File: config.mk
export PLATFORM = sky130hd
export DESIGN_NAME = port_pin_function_select
export DESIGN_NICKNAME = d
export VERILOG_FILES = /design/src/common/pinmux_pkg.sv /design/src/common/reg_if.sv /design/src/design/axil_slave.sv /design/src/design/pin_cell.sv /design/src/design/port_pin_function_select.sv
export SDC_FILE = /design/constraint.sdc
export NUM_CORES = 1
export LEC_CHECK = 0
export ABC_AREA = 1
export BUFFER_PORTS_ARGS = -buffer_cell sky130_fd_sc_hd__buf_2
export CAP_MARGIN = 40
export CORE_MARGIN = 3
export CORE_UTILIZATION = 50
export DETAILED_ROUTE_END_ITERATION = 6
export PLACE_DENSITY = 0.73
export SYNTH_ARGS = -nofsm -noshare
export SYNTH_HDL_FRONTEND = slang
export SYNTH_SLANG_ARGS = --single-unit
File: constraint.sdc
create_clock -name clk -period 2.5 [get_ports clk]
set_input_delay 0.25 -clock clk [delete_from_list [all_inputs] [get_ports clk]]
set_output_delay 0.25 -clock clk [all_outputs]
set_load 0.02 [all_outputs]
File: src/common/pinmux_pkg.sv
`default_nettype none
package pinmux_pkg;

  // Geometry: two 8-bit ports, pins numbered port*8+bit.
  localparam int NPORTS = 2;
  localparam int PW     = 8;
  localparam int NPINS  = NPORTS * PW;

  // Register map, byte addresses.
  localparam logic [7:0] ADDR_PORT_STRIDE = 8'h10;
  localparam logic [3:0] OFF_DATA         = 4'h0;
  localparam logic [3:0] OFF_DIR          = 4'h4;
  localparam logic [3:0] OFF_ODS          = 4'h8;
  localparam logic [3:0] OFF_ADS          = 4'hC;
  localparam logic [7:0] ADDR_REDIRECT    = 8'h40;
  localparam logic [7:0] ADDR_ANALOG_PIN_CONFIG_FIELD        = 8'h44;
  localparam logic [7:0] ADDR_BITOP       = 8'h48;

  // Reset values.
  localparam logic [7:0] DATA_RST  = 8'h00;
  localparam logic [7:0] DIR_RST   = 8'hFF;
  localparam logic [7:0] ODS_RST   = 8'h00;
  localparam logic [7:0] ADS_RST   = 8'h00;
  localparam logic [3:0] REDIR_RST = 4'h0;
  localparam logic [3:0] ANALOG_PIN_CONFIG_FIELD_RST  = 4'h0;

  // Analog pin configuration field decode.
  localparam logic [3:0] ANALOG_PIN_CONFIG_FIELD_ALL_DIGITAL = 4'h1;
  localparam logic [3:0] ANALOG_PIN_CONFIG_FIELD_AN2_DIG_HI  = 4'h3;
  localparam int         AN0_PIN          = 8;
  localparam int         AN2_PIN          = 10;

  // Redirection register bits.
  localparam int RDR_TIMER = 0;
  localparam int RDR_LBUS  = 1;
  localparam int RDR_INTA  = 2;
  localparam int RDR_INTB  = 3;

  // Pin locations: _SET when the redirect bit is 1, _CLR when it is 0.
  localparam int TMR_PIN_SET  = 2;
  localparam int TMR_PIN_CLR  = 12;
  localparam int LTX_PIN_SET  = 0;
  localparam int LTX_PIN_CLR  = 13;
  localparam int LRX_PIN_SET  = 1;
  localparam int LRX_PIN_CLR  = 14;
  localparam int INTA_PIN_SET = 11;
  localparam int INTA_PIN_CLR = 0;
  localparam int INTB_PIN_SET = 15;
  localparam int INTB_PIN_CLR = 1;

  // Bit-operation command fields.
  localparam int BITOP_BIT_LSB = 0;
  localparam int BITOP_VAL_BIT = 4;
  localparam int BITOP_PORT_BIT = 8;

  localparam logic [1:0] RESP_OKAY   = 2'b00;
  localparam logic [1:0] RESP_SLVERR = 2'b10;

endpackage
`default_nettype wire

File: src/common/reg_if.sv
`timescale 1ns/100ps
`default_nettype none
interface reg_if;
  logic        wr_en;
  logic [7:0]  wr_addr;
  logic [31:0] wr_data;
  logic [3:0]  wr_strb;
  logic        wr_ok;
  logic [7:0]  rd_addr;
  logic [31:0] rd_data;
  logic        rd_ok;

  modport bus  (output wr_en, wr_addr, wr_data, wr_strb, rd_addr,
                input  wr_ok, rd_data, rd_ok);
  modport regs (input  wr_en, wr_addr, wr_data, wr_strb, rd_addr,
                output wr_ok, rd_data, rd_ok);
endinterface
`default_nettype wire

File: src/design/axil_slave.sv
`timescale 1ns/100ps
`default_nettype none
module axil_slave (
  // Clock and reset
  input  wire logic        clk,
  input  wire logic        rst,
  // Write address and data
  input  wire logic [7:0]  awaddr,
  input  wire logic        awvalid,
  output var  logic        awready,
  input  wire logic [31:0] wdata,
  input  wire logic [3:0]  wstrb,
  input  wire logic        wvalid,
  output var  logic        wready,
  // Write response
  output var  logic [1:0]  bresp,
  output var  logic        bvalid,
  input  wire logic        bready,
  // Read
  input  wire logic [7:0]  araddr,
  input  wire logic        arvalid,
  output var  logic        arready,
  output var  logic [31:0] rdata,
  output var  logic [1:0]  rresp,
  output var  logic        rvalid,
  input  wire logic        rready,
  // Register side
  reg_if.bus               rif
);

  logic aw_hold;
  logic w_hold;
  logic next_aw_hold;
  logic next_w_hold;
  logic next_bvalid;
  logic next_rvalid;
  logic [7:0] aw_addr_q;

  // The commit waits until both halves are held, so either order works.
  assign rif.wr_en   = aw_hold & w_hold & ~bvalid;
  assign rif.wr_addr = aw_addr_q;
  assign rif.rd_addr = araddr;

  always_comb begin
    next_aw_hold = aw_hold;
    next_w_hold  = w_hold;
    next_bvalid  = bvalid;
    next_rvalid  = rvalid;
    if (awvalid && awready) begin
      next_aw_hold = 1'b1;
    end
    if (wvalid && wready) begin
      next_w_hold = 1'b1;
    end
    if (rif.wr_en) begin
      next_aw_hold = 1'b0;
      next_w_hold  = 1'b0;
      next_bvalid  = 1'b1;
    end else if (bvalid && bready) begin
      next_bvalid = 1'b0;
    end
    if (arvalid && arready) begin
      next_rvalid = 1'b1;
    end else if (rvalid && rready) begin
      next_rvalid = 1'b0;
    end
  end

  always_ff @(posedge clk) begin
    if (rst) begin
      aw_hold <= 1'b0;
      w_hold  <= 1'b0;
      bvalid  <= 1'b0;
      rvalid  <= 1'b0;
      awready <= 1'b0;
      wready  <= 1'b0;
      arready <= 1'b0;
    end else begin
      aw_hold <= next_aw_hold;
      w_hold  <= next_w_hold;
      bvalid  <= next_bvalid;
      rvalid  <= next_rvalid;
      awready <= ~next_aw_hold & ~next_bvalid & ~(awvalid & awready);
      wready  <= ~next_w_hold & ~next_bvalid & ~(wvalid & wready);
      arready <= ~next_rvalid & ~(arvalid & arready);
    end
  end

  always_ff @(posedge clk) begin
    if (rst) begin
      aw_addr_q   <= 8'h00;
      rif.wr_data <= 32'h0000_0000;
      rif.wr_strb <= 4'h0;
      bresp       <= pinmux_pkg::RESP_OKAY;
      rdata       <= 32'h0000_0000;
      rresp       <= pinmux_pkg::RESP_OKAY;
    end else begin
      if (awvalid && awready) begin
        aw_addr_q <= awaddr;
      end
      if (wvalid && wready) begin
        rif.wr_data <= wdata;
        rif.wr_strb <= wstrb;
      end
      if (rif.wr_en) begin
        bresp <= rif.wr_ok ? pinmux_pkg::RESP_OKAY : pinmux_pkg::RESP_SLVERR;
      end
      if (arvalid && arready) begin
        rdata <= rif.rd_ok ? rif.rd_data : 32'h0000_0000;
        rresp <= rif.rd_ok ? pinmux_pkg::RESP_OKAY : pinmux_pkg::RESP_SLVERR;
      end
    end
  end

endmodule
`default_nettype wire

File: src/design/pin_cell.sv
`timescale 1ns/100ps
`default_nettype none
module pin_cell (
  // Clock and reset
  input  wire logic       clk,
  input  wire logic       rst,
  // Port configuration
  input  wire logic [7:0] latch,
  input  wire logic [7:0] dir,
  input  wire logic [7:0] ods,
  input  wire logic [7:0] analog,
  // Alternate function outputs
  input  wire logic [7:0] sau_and,
  input  wire logic [7:0] alt_or,
  // Pad
  output var  logic [7:0] pin_out,
  output var  logic [7:0] pin_oe
);

  logic [7:0] level;
  logic [7:0] digital_out;

  assign level       = (latch & sau_and) | alt_or;
  assign digital_out = ~dir & ~analog;

  always_ff @(posedge clk) begin
    if (rst) begin
      pin_out <= 8'h00;
      pin_oe  <= 8'h00;
    end else begin
      for (int i = 0; i < 8; i++) begin
        if (ods[i]) begin
          pin_out[i] <= 1'b0;
          pin_oe[i]  <= digital_out[i] & ~level[i];
        end else begin
          pin_out[i] <= level[i];
          pin_oe[i]  <= digital_out[i];
        end
      end
    end
  end

endmodule
`default_nettype wire

File: src/design/port_pin_function_select.sv
// Behaviour
// Data write loads output latch; read gives pin for inputs, latch for outputs.
// Single-bit set or clear reads whole port, changes one bit, writes byte back.
// Software rewrites a latch when switching a pin from input to output.
// Open-drain output pins drive low only; push-pull pins drive both levels.
// Third analog pin is digital only for field 01H to 03H.
// First analog pin is digital only when the field equals 01H.
// Redirect bits move lighting bus, timer output and two interrupts between pins.
// Pin level is latch AND serial output, OR other alternate outputs.
// Reset clears latches and sets every pin to input with buffer off.
// After reset every pin stays high impedance until its direction changes.
`timescale 1ns/100ps
`default_nettype none
module port_pin_function_select (
  // Clock and reset
  input  wire logic        clk,
  input  wire logic        rst,
  // AXI4-Lite write address and data
  input  wire logic [7:0]  awaddr,
  input  wire logic        awvalid,
  output var  logic        awready,
  input  wire logic [31:0] wdata,
  input  wire logic [3:0]  wstrb,
  input  wire logic        wvalid,
  output var  logic        wready,
  // AXI4-Lite write response
  output var  logic [1:0]  bresp,
  output var  logic        bvalid,
  input  wire logic        bready,
  // AXI4-Lite read
  input  wire logic [7:0]  araddr,
  input  wire logic        arvalid,
  output var  logic        arready,
  output var  logic [31:0] rdata,
  output var  logic [1:0]  rresp,
  output var  logic        rvalid,
  input  wire logic        rready,
  // Pads
  input  wire logic [15:0] pin_in,
  output var  logic [15:0] pin_out,
  output var  logic [15:0] pin_oe,
  // Peripheral outputs toward the pads
  input  wire logic [15:0] serial_out,
  input  wire logic [15:0] alt_out,
  input  wire logic        lighting_bus_transmit,
  input  wire logic        timer_out,
  // Peripheral inputs from the pads
  output var  logic        lighting_bus_receive,
  output var  logic        ext_int_a,
  output var  logic        ext_int_b,
  output var  logic [15:0] analog_route
);

  localparam int NP = pinmux_pkg::NPORTS;
  localparam int W  = pinmux_pkg::PW;
  localparam int NI = pinmux_pkg::NPINS;

  reg_if rif ();

  // Per-port register state; pin_sync is the only view of the pads.
  logic [W-1:0] latch [NP];
  logic [W-1:0] dir   [NP];
  logic [W-1:0] ods   [NP];
  logic [W-1:0] ads   [NP];
  logic [3:0]   redirect;
  logic [3:0]   analog_pin_config_field;
  logic [NI-1:0] pin_meta;
  logic [NI-1:0] pin_sync;
  logic [NI-1:0] analog;
  logic [NI-1:0] sau_and;
  logic [NI-1:0] alt_or;

  // Port field of an address, and whether the address hits a port register.
  function automatic logic port_hit(input logic [7:0] addr);
    port_hit = (addr[7:4] < 4'(NP)) && (addr[1:0] == 2'b00);
  endfunction

  // Port number carried in the upper address nibble.
  function automatic int port_of(input logic [7:0] addr);
    port_of = int'(addr[7:4]);
  endfunction

  // Byte that software sees on a port data read.
  // Bit operations use the same view, so input pins copy their level into the latch.
  function automatic logic [W-1:0] port_view(input logic [W-1:0] lat,
                                              input logic [W-1:0] d,
                                              input logic [W-1:0] pins,
                                              input logic [W-1:0] an);
    port_view = ((d & pins) | (~d & lat)) & ~an;
  endfunction

  // The front end answers a read one edge after it is taken, a write two edges later.
  axil_slave u_bus (
    .clk     (clk),
    .rst     (rst),
    .awaddr  (awaddr),
    .awvalid (awvalid),
    .awready (awready),
    .wdata   (wdata),
    .wstrb   (wstrb),
    .wvalid  (wvalid),
    .wready  (wready),
    .bresp   (bresp),
    .bvalid  (bvalid),
    .bready  (bready),
    .araddr  (araddr),
    .arvalid (arvalid),
    .arready (arready),
    .rdata   (rdata),
    .rresp   (rresp),
    .rvalid  (rvalid),
    .rready  (rready),
    .rif     (rif.bus)
  );

  // Pads are asynchronous to clk; only pin_sync is ever read.
  // A pad change therefore reaches a data read two edges late.
  always_ff @(posedge clk) begin
    if (rst) begin
      pin_meta <= 16'h0000;
      pin_sync <= 16'h0000;
    end else begin
      pin_meta <= pin_in;
      pin_sync <= pin_meta;
    end
  end

  // Analog selection: per-pin select bits plus the two field-decoded pins.
  // The field only adds analog pins; a select bit alone can still make a pin analog.
  always_comb begin
    for (int p = 0; p < NP; p++) begin
      analog[p*W +: W] = ads[p];
    end
    if (analog_pin_config_field != pinmux_pkg::ANALOG_PIN_CONFIG_FIELD_ALL_DIGITAL) begin
      analog[pinmux_pkg::AN0_PIN] = 1'b1;
    end
    if (analog_pin_config_field < pinmux_pkg::ANALOG_PIN_CONFIG_FIELD_ALL_DIGITAL || analog_pin_config_field > pinmux_pkg::ANALOG_PIN_CONFIG_FIELD_AN2_DIG_HI) begin
      analog[pinmux_pkg::AN2_PIN] = 1'b1;
    end
  end

  // Serial outputs idle high into the AND, other outputs idle low into the OR.
  // Redirection gates a peripheral onto one of its two pins; the other keeps its own.
  always_comb begin
    sau_and = serial_out;
    alt_or  = alt_out;
    if (redirect[pinmux_pkg::RDR_LBUS]) begin
      sau_and[pinmux_pkg::LTX_PIN_SET] = serial_out[pinmux_pkg::LTX_PIN_SET]
                                         & lighting_bus_transmit;
    end else begin
      sau_and[pinmux_pkg::LTX_PIN_CLR] = serial_out[pinmux_pkg::LTX_PIN_CLR]
                                         & lighting_bus_transmit;
    end
    if (redirect[pinmux_pkg::RDR_TIMER]) begin
      alt_or[pinmux_pkg::TMR_PIN_SET] = alt_out[pinmux_pkg::TMR_PIN_SET] | timer_out;
    end else begin
      alt_or[pinmux_pkg::TMR_PIN_CLR] = alt_out[pinmux_pkg::TMR_PIN_CLR] | timer_out;
    end
  end

  // Inputs routed from whichever location the redirect bit selects.
  always_ff @(posedge clk) begin
    if (rst) begin
      lighting_bus_receive <= 1'b0;
      ext_int_a            <= 1'b0;
      ext_int_b            <= 1'b0;
      analog_route         <= 16'h0000;
    end else begin
      lighting_bus_receive <= redirect[pinmux_pkg::RDR_LBUS]
                              ? pin_sync[pinmux_pkg::LRX_PIN_SET]
                              : pin_sync[pinmux_pkg::LRX_PIN_CLR];
      ext_int_a <= redirect[pinmux_pkg::RDR_INTA]
                   ? pin_sync[pinmux_pkg::INTA_PIN_SET]
                   : pin_sync[pinmux_pkg::INTA_PIN_CLR];
      ext_int_b <= redirect[pinmux_pkg::RDR_INTB]
                   ? pin_sync[pinmux_pkg::INTB_PIN_SET]
                   : pin_sync[pinmux_pkg::INTB_PIN_CLR];
      analog_route <= analog;
    end
  end

  // Register reads. Analog pins read as zero, since their digital input is cut off.
  // Upper data bits always read zero because no register is wider than one byte.
  always_comb begin
    logic [7:0] a;
    int         p;
    a           = rif.rd_addr;
    p           = port_of(a);
    rif.rd_data = 32'h0000_0000;
    rif.rd_ok   = 1'b1;
    if (port_hit(a)) begin
      case (a[3:0])
        pinmux_pkg::OFF_DATA: rif.rd_data[W-1:0] = port_view(latch[p], dir[p],
                                pin_sync[p*W +: W], analog[p*W +: W]);
        pinmux_pkg::OFF_DIR: rif.rd_data[W-1:0] = dir[p];
        pinmux_pkg::OFF_ODS: rif.rd_data[W-1:0] = ods[p];
        pinmux_pkg::OFF_ADS: rif.rd_data[W-1:0] = ads[p];
        default: rif.rd_ok = 1'b0;
      endcase
    end else if (a == pinmux_pkg::ADDR_REDIRECT) begin
      rif.rd_data[3:0] = redirect;
    end else if (a == pinmux_pkg::ADDR_ANALOG_PIN_CONFIG_FIELD) begin
      rif.rd_data[3:0] = analog_pin_config_field;
    end else begin
      rif.rd_ok = 1'b0;
    end
  end

  // Unmapped writes are answered with an error and change nothing.
  always_comb begin
    rif.wr_ok = port_hit(rif.wr_addr)
                || rif.wr_addr == pinmux_pkg::ADDR_REDIRECT
                || rif.wr_addr == pinmux_pkg::ADDR_ANALOG_PIN_CONFIG_FIELD
                || rif.wr_addr == pinmux_pkg::ADDR_BITOP;
  end

  // Output latches: byte writes and bit operations. A bit operation writes
  // back pin levels of input bits too, which is why software must reload a
  // latch before turning its pin into an output.
  always_ff @(posedge clk) begin
    logic [7:0]   a;
    int           p;
    int           b;
    logic [W-1:0] view;
    a    = rif.wr_addr;
    p    = port_of(a);
    b    = int'(rif.wr_data[pinmux_pkg::BITOP_BIT_LSB +: 3]);
    view = '0;
    if (rst) begin
      for (int i = 0; i < NP; i++) begin
        latch[i] <= pinmux_pkg::DATA_RST;
      end
    end else if (rif.wr_en && rif.wr_strb[0]) begin
      if (port_hit(a) && a[3:0] == pinmux_pkg::OFF_DATA) begin
        latch[p] <= rif.wr_data[W-1:0];
      end else if (a == pinmux_pkg::ADDR_BITOP) begin
        p    = int'(rif.wr_data[pinmux_pkg::BITOP_PORT_BIT]);
        view = port_view(latch[p], dir[p], pin_sync[p*W +: W], analog[p*W +: W]);
        view[b] = rif.wr_data[pinmux_pkg::BITOP_VAL_BIT];
        latch[p] <= view;
      end
    end
  end

  // Direction, open-drain and analog select bits.
  // Only byte lane zero carries these registers, so other strobes are ignored.
  always_ff @(posedge clk) begin
    logic [7:0] a;
    int         p;
    a = rif.wr_addr;
    p = port_of(a);
    if (rst) begin
      for (int i = 0; i < NP; i++) begin
        dir[i] <= pinmux_pkg::DIR_RST;
        ods[i] <= pinmux_pkg::ODS_RST;
        ads[i] <= pinmux_pkg::ADS_RST;
      end
    end else if (rif.wr_en && rif.wr_strb[0] && port_hit(a)) begin
      case (a[3:0])
        pinmux_pkg::OFF_DIR: dir[p] <= rif.wr_data[W-1:0];
        pinmux_pkg::OFF_ODS: ods[p] <= rif.wr_data[W-1:0];
        pinmux_pkg::OFF_ADS: ads[p] <= rif.wr_data[W-1:0];
        default: ;
      endcase
    end
  end

  // Redirect and analog pin configuration.
  // Moving a signal hands its old pin back to the port latch at once, so
  // software should park that pin first if a glitch there matters.
  always_ff @(posedge clk) begin
    if (rst) begin
      redirect <= pinmux_pkg::REDIR_RST;
      analog_pin_config_field     <= pinmux_pkg::ANALOG_PIN_CONFIG_FIELD_RST;
    end else if (rif.wr_en && rif.wr_strb[0]) begin
      if (rif.wr_addr == pinmux_pkg::ADDR_REDIRECT) begin
        redirect <= rif.wr_data[3:0];
      end
      if (rif.wr_addr == pinmux_pkg::ADDR_ANALOG_PIN_CONFIG_FIELD) begin
        analog_pin_config_field <= rif.wr_data[3:0];
      end
    end
  end

  // One pad cell per port; each registers its drive so the pads see no decode glitches.
  for (genvar g = 0; g < NP; g++) begin : g_port
    pin_cell u_cell (
      .clk     (clk),
      .rst     (rst),
      .latch   (latch[g]),
      .dir     (dir[g]),
      .ods     (ods[g]),
      .analog  (analog[g*W +: W]),
      .sau_and (sau_and[g*W +: W]),
      .alt_or  (alt_or[g*W +: W]),
      .pin_out (pin_out[g*W +: W]),
      .pin_oe  (pin_oe[g*W +: W])
    );
  end

endmodule
`default_nettype wire
==> qor.txt <==
GR Util met1: 34.9%
Clock latency on the worst-skew pair: 0.44 ns
Worst VDD drop: 0.000487 V
Slowest cell on the critical path: dfxtp_1
Met2 GRT Util: 41.4%
Antenna Nets Post-Route: 0
Commonest non-fill, non-tap cell in the layout: nand2_1
Non-filler cells, final: 1,466
R2r startpoint: u_bus.rif.wr_addr[3]
Worst EP arrival: 2.30 ns
Max Slew Vio Count: 0
Leak: 4.64 nW
Kind of critical path: reg2reg
Worst Setup EP: latch[0][6]
Final Hold Violating Endpoints: 0
Die W: 136 µm
PD cells: 679 nW/µm²
Hold_buf cts: 0
Cell Rows: 47
Synth Instances: 1,087
Pin count of the biggest net entering global routing: 60
I/O Pins: 201
Post-synthesis sequential element count: 191
Global route total overflow: 0
Starting Density: 51.2%
Worst hold slack: 0.0160 ns
Global route hottest layer: met2
Placed cell count: 1,434
Avg Cell Area, Syn: 7.81 µm²
Initial antenna violation count: 0
Post-synth EDFFs: 64
Worst Path Max Fanout: 12
Vias in the first global route: 6,818
DP Wirelength: 17,200 µm
Commonest non-fill, non-tap cells in the layout: nand2_1 (247), nor2_1 (180), buf_2 (148)
CTS resizes: 0
Core Area: 16,600 µm²
First-pass GRT wire length: 36,100 µm
Routing usage on met3: 4.77%
Num Clock Sinks: 191
Worst setup startpoint: u_bus.rif.wr_addr[3]
WP depth: 5
Fill cells: 1,478
Max H-tree Level: 4
Synthesized cell area: 8490 µm²
Crit path buf inv count: 0
Worst-Margin Slew: 0.751 ns
Hold Path Class: in2reg
Min-Delay Startpoint: pin_in[15]
Drt total wl: 24,000 µm
Reg2Reg Depth: 5
Status: complete, no violations
Reg2Reg Setup Slack: 0.28 ns
Routability Congestion: 0.967
Startpoint type of the worst setup path: register
Via density: 5.13
Number of max-cap violations: 0
Reg2reg end: latch[0][6]
Min Tclk post-route: 2.22 ns
Nets: 1,342
DRC Markers: 0
Async SR Flop Fraction: 0%
I/O Buffers: 148
Peak Freq: 0.451 GHz
TritonCTS clock tree: yes
CP required: 2.59 ns
Reg clk slew, reported paths: 0.07 ns
Sequential area share after synthesis: 52.6%
Initial DRC count: 872
Setup violations, final: 0
CP Cell Sequence: nand3_1 > nor2_2 > nand3_2 > o211ai_4 > nand2_1
Total setup buffers inserted after CTS: 0
RSZ-0062 raised after global routing: false
Power Total: 6.78 mW
Cell variety after synth: 37
CTS buffer count: 17
Slew HR: 48.7%
Die Y: 136 µm
GRT Util Overall: 26.1%
Area added between synthesis and finish: 17.5%
Most used DFF post-synth: dfxtp_1
DR vias: 7,527
Tcrit/Tclk final: 88.7%
Clk root buf: clkbuf_16
Bufs on Longest Clock Path: 2
CP max stage delay: 0.53 ns
Pre-CTS WS: 0.330 ns
Routed wire length per instance: 16.4 µm
Crit path capture type: register
Top cell family by delay on the critical path: simple AND/OR/NAND/NOR gates
Antenna fix cells: 0
Layout cell share with drive strength beyond 1: 18.1%
Setup slack after layout: 0.282 ns
Die area: 18,600 µm²
Synth warnings: 0
DR pass1 iterations: 6
Clock skew: 0.00923 ns
Setup_tns: 0 ns
-- tightest hold or removal path: stages --
cell    delay [ns]
buf_2         0.07
inv_1         0.03
nor2_1        0.06
-- power by group --
group / switching [mW] / internal (mW)
logic: 0.466 / 0.194
registers: 0.0648 / 3.31
clock network: 1.18 / 1.56
total: 1.72 / 5.06
-- registers in the layout, indices dropped and copies added, names as in the netlist, 4 cells and up, named ones only --
signal and cells:
ads 16, analog_pin_config_field 4, analog_route 16, dir 16, g_port.u_cell.pin_oe 16, g_port.u_cell.pin_out 16, latch 16, ods 16
pin_meta 16, pin_sync 16, redirect 4, u_bus.rdata 8, u_bus.rif.wr_addr 8, u_bus.rif.wr_data 9
-- final cells by class --
type	instances	area, µm²	area share [%]
clock inverter	9	92.6	0.928
tap	220	275	2.76
inverter	148	556	5.57
timing repair buffer	166	876	8.78
multi-input combinational	709	3200	32.1
clock buffer	23	510	5.12
sequential	191	4460	44.8
-- synthesized netlist by cell type, types with 2 or more instances --
library cell  instances  area share, %
nor2_2                7           0.52
inv_1               137            6.1
a211oi_1              8           0.71
or2_2                 4           0.29
buf_4                26            2.3
nor3_1                6           0.35
a2111oi_0            14            1.4
nand3_2               3           0.35
clkbuf_1             22           0.97
o211ai_1              3           0.27
nand4_2               2           0.29
nor2_1              180            8.0
a21o_1               11           0.97
nand2_2               3           0.22
nand4_1               2           0.15
dfxtp_1             127             30
nand2_1             247             11
a21oi_1              40            2.4
nand3_1              57            3.4
edfxtp_1             64             23
nor4_1                2           0.15
buf_2                15           0.88
o21ai_0              84            5.0
clkinv_1              5           0.22
inv_2                 6           0.27
-- layer usage --
metal / wire, µm / vias up
met4: 892 / 0
met1: 9760 / 3355
met5: 0 / -
met2: 10800 / 412
met3: 2540 / 63
li1: - / 3697
-- metrics by stage --
step | cell area [µm²] | util (%)
2_1_floorplan | 8580 | -
3_3_place_gp | 9370 | 56.5
3_5_place_dp | 9370 | 56.5
4_1_cts | 9970 | 60.1
5_1_grt | 9970 | 60.1
6_report | 9970 | 60.1
-- cells by family after synthesis --
logic type,share of synthesized area (%)
AOI/OAI and AO/OA,11.4
buffers and inverters,10.8
DFF,52.6
other,0.0442
and+or+nand+nor,25.2
-- worst min-delay path by stage --
| stage | end | slack (ns) | cells after the start |
|---|---|---|---|
| 2_1_floorplan | pin_meta[0] | 0.36 | 2 |
| 3_3_place_gp | pin_sync[5] | 0.39 | 2 |
| 3_5_place_dp | pin_sync[5] | 0.40 | 2 |
| 4_1_cts | pin_meta[12] | 0.005 | 3 |
| 5_1_grt | pin_meta[12] | 0.01 | 3 |
| 6_report | pin_meta[15] | 0.02 | 3 |
(Power assumes the default switching activity.)
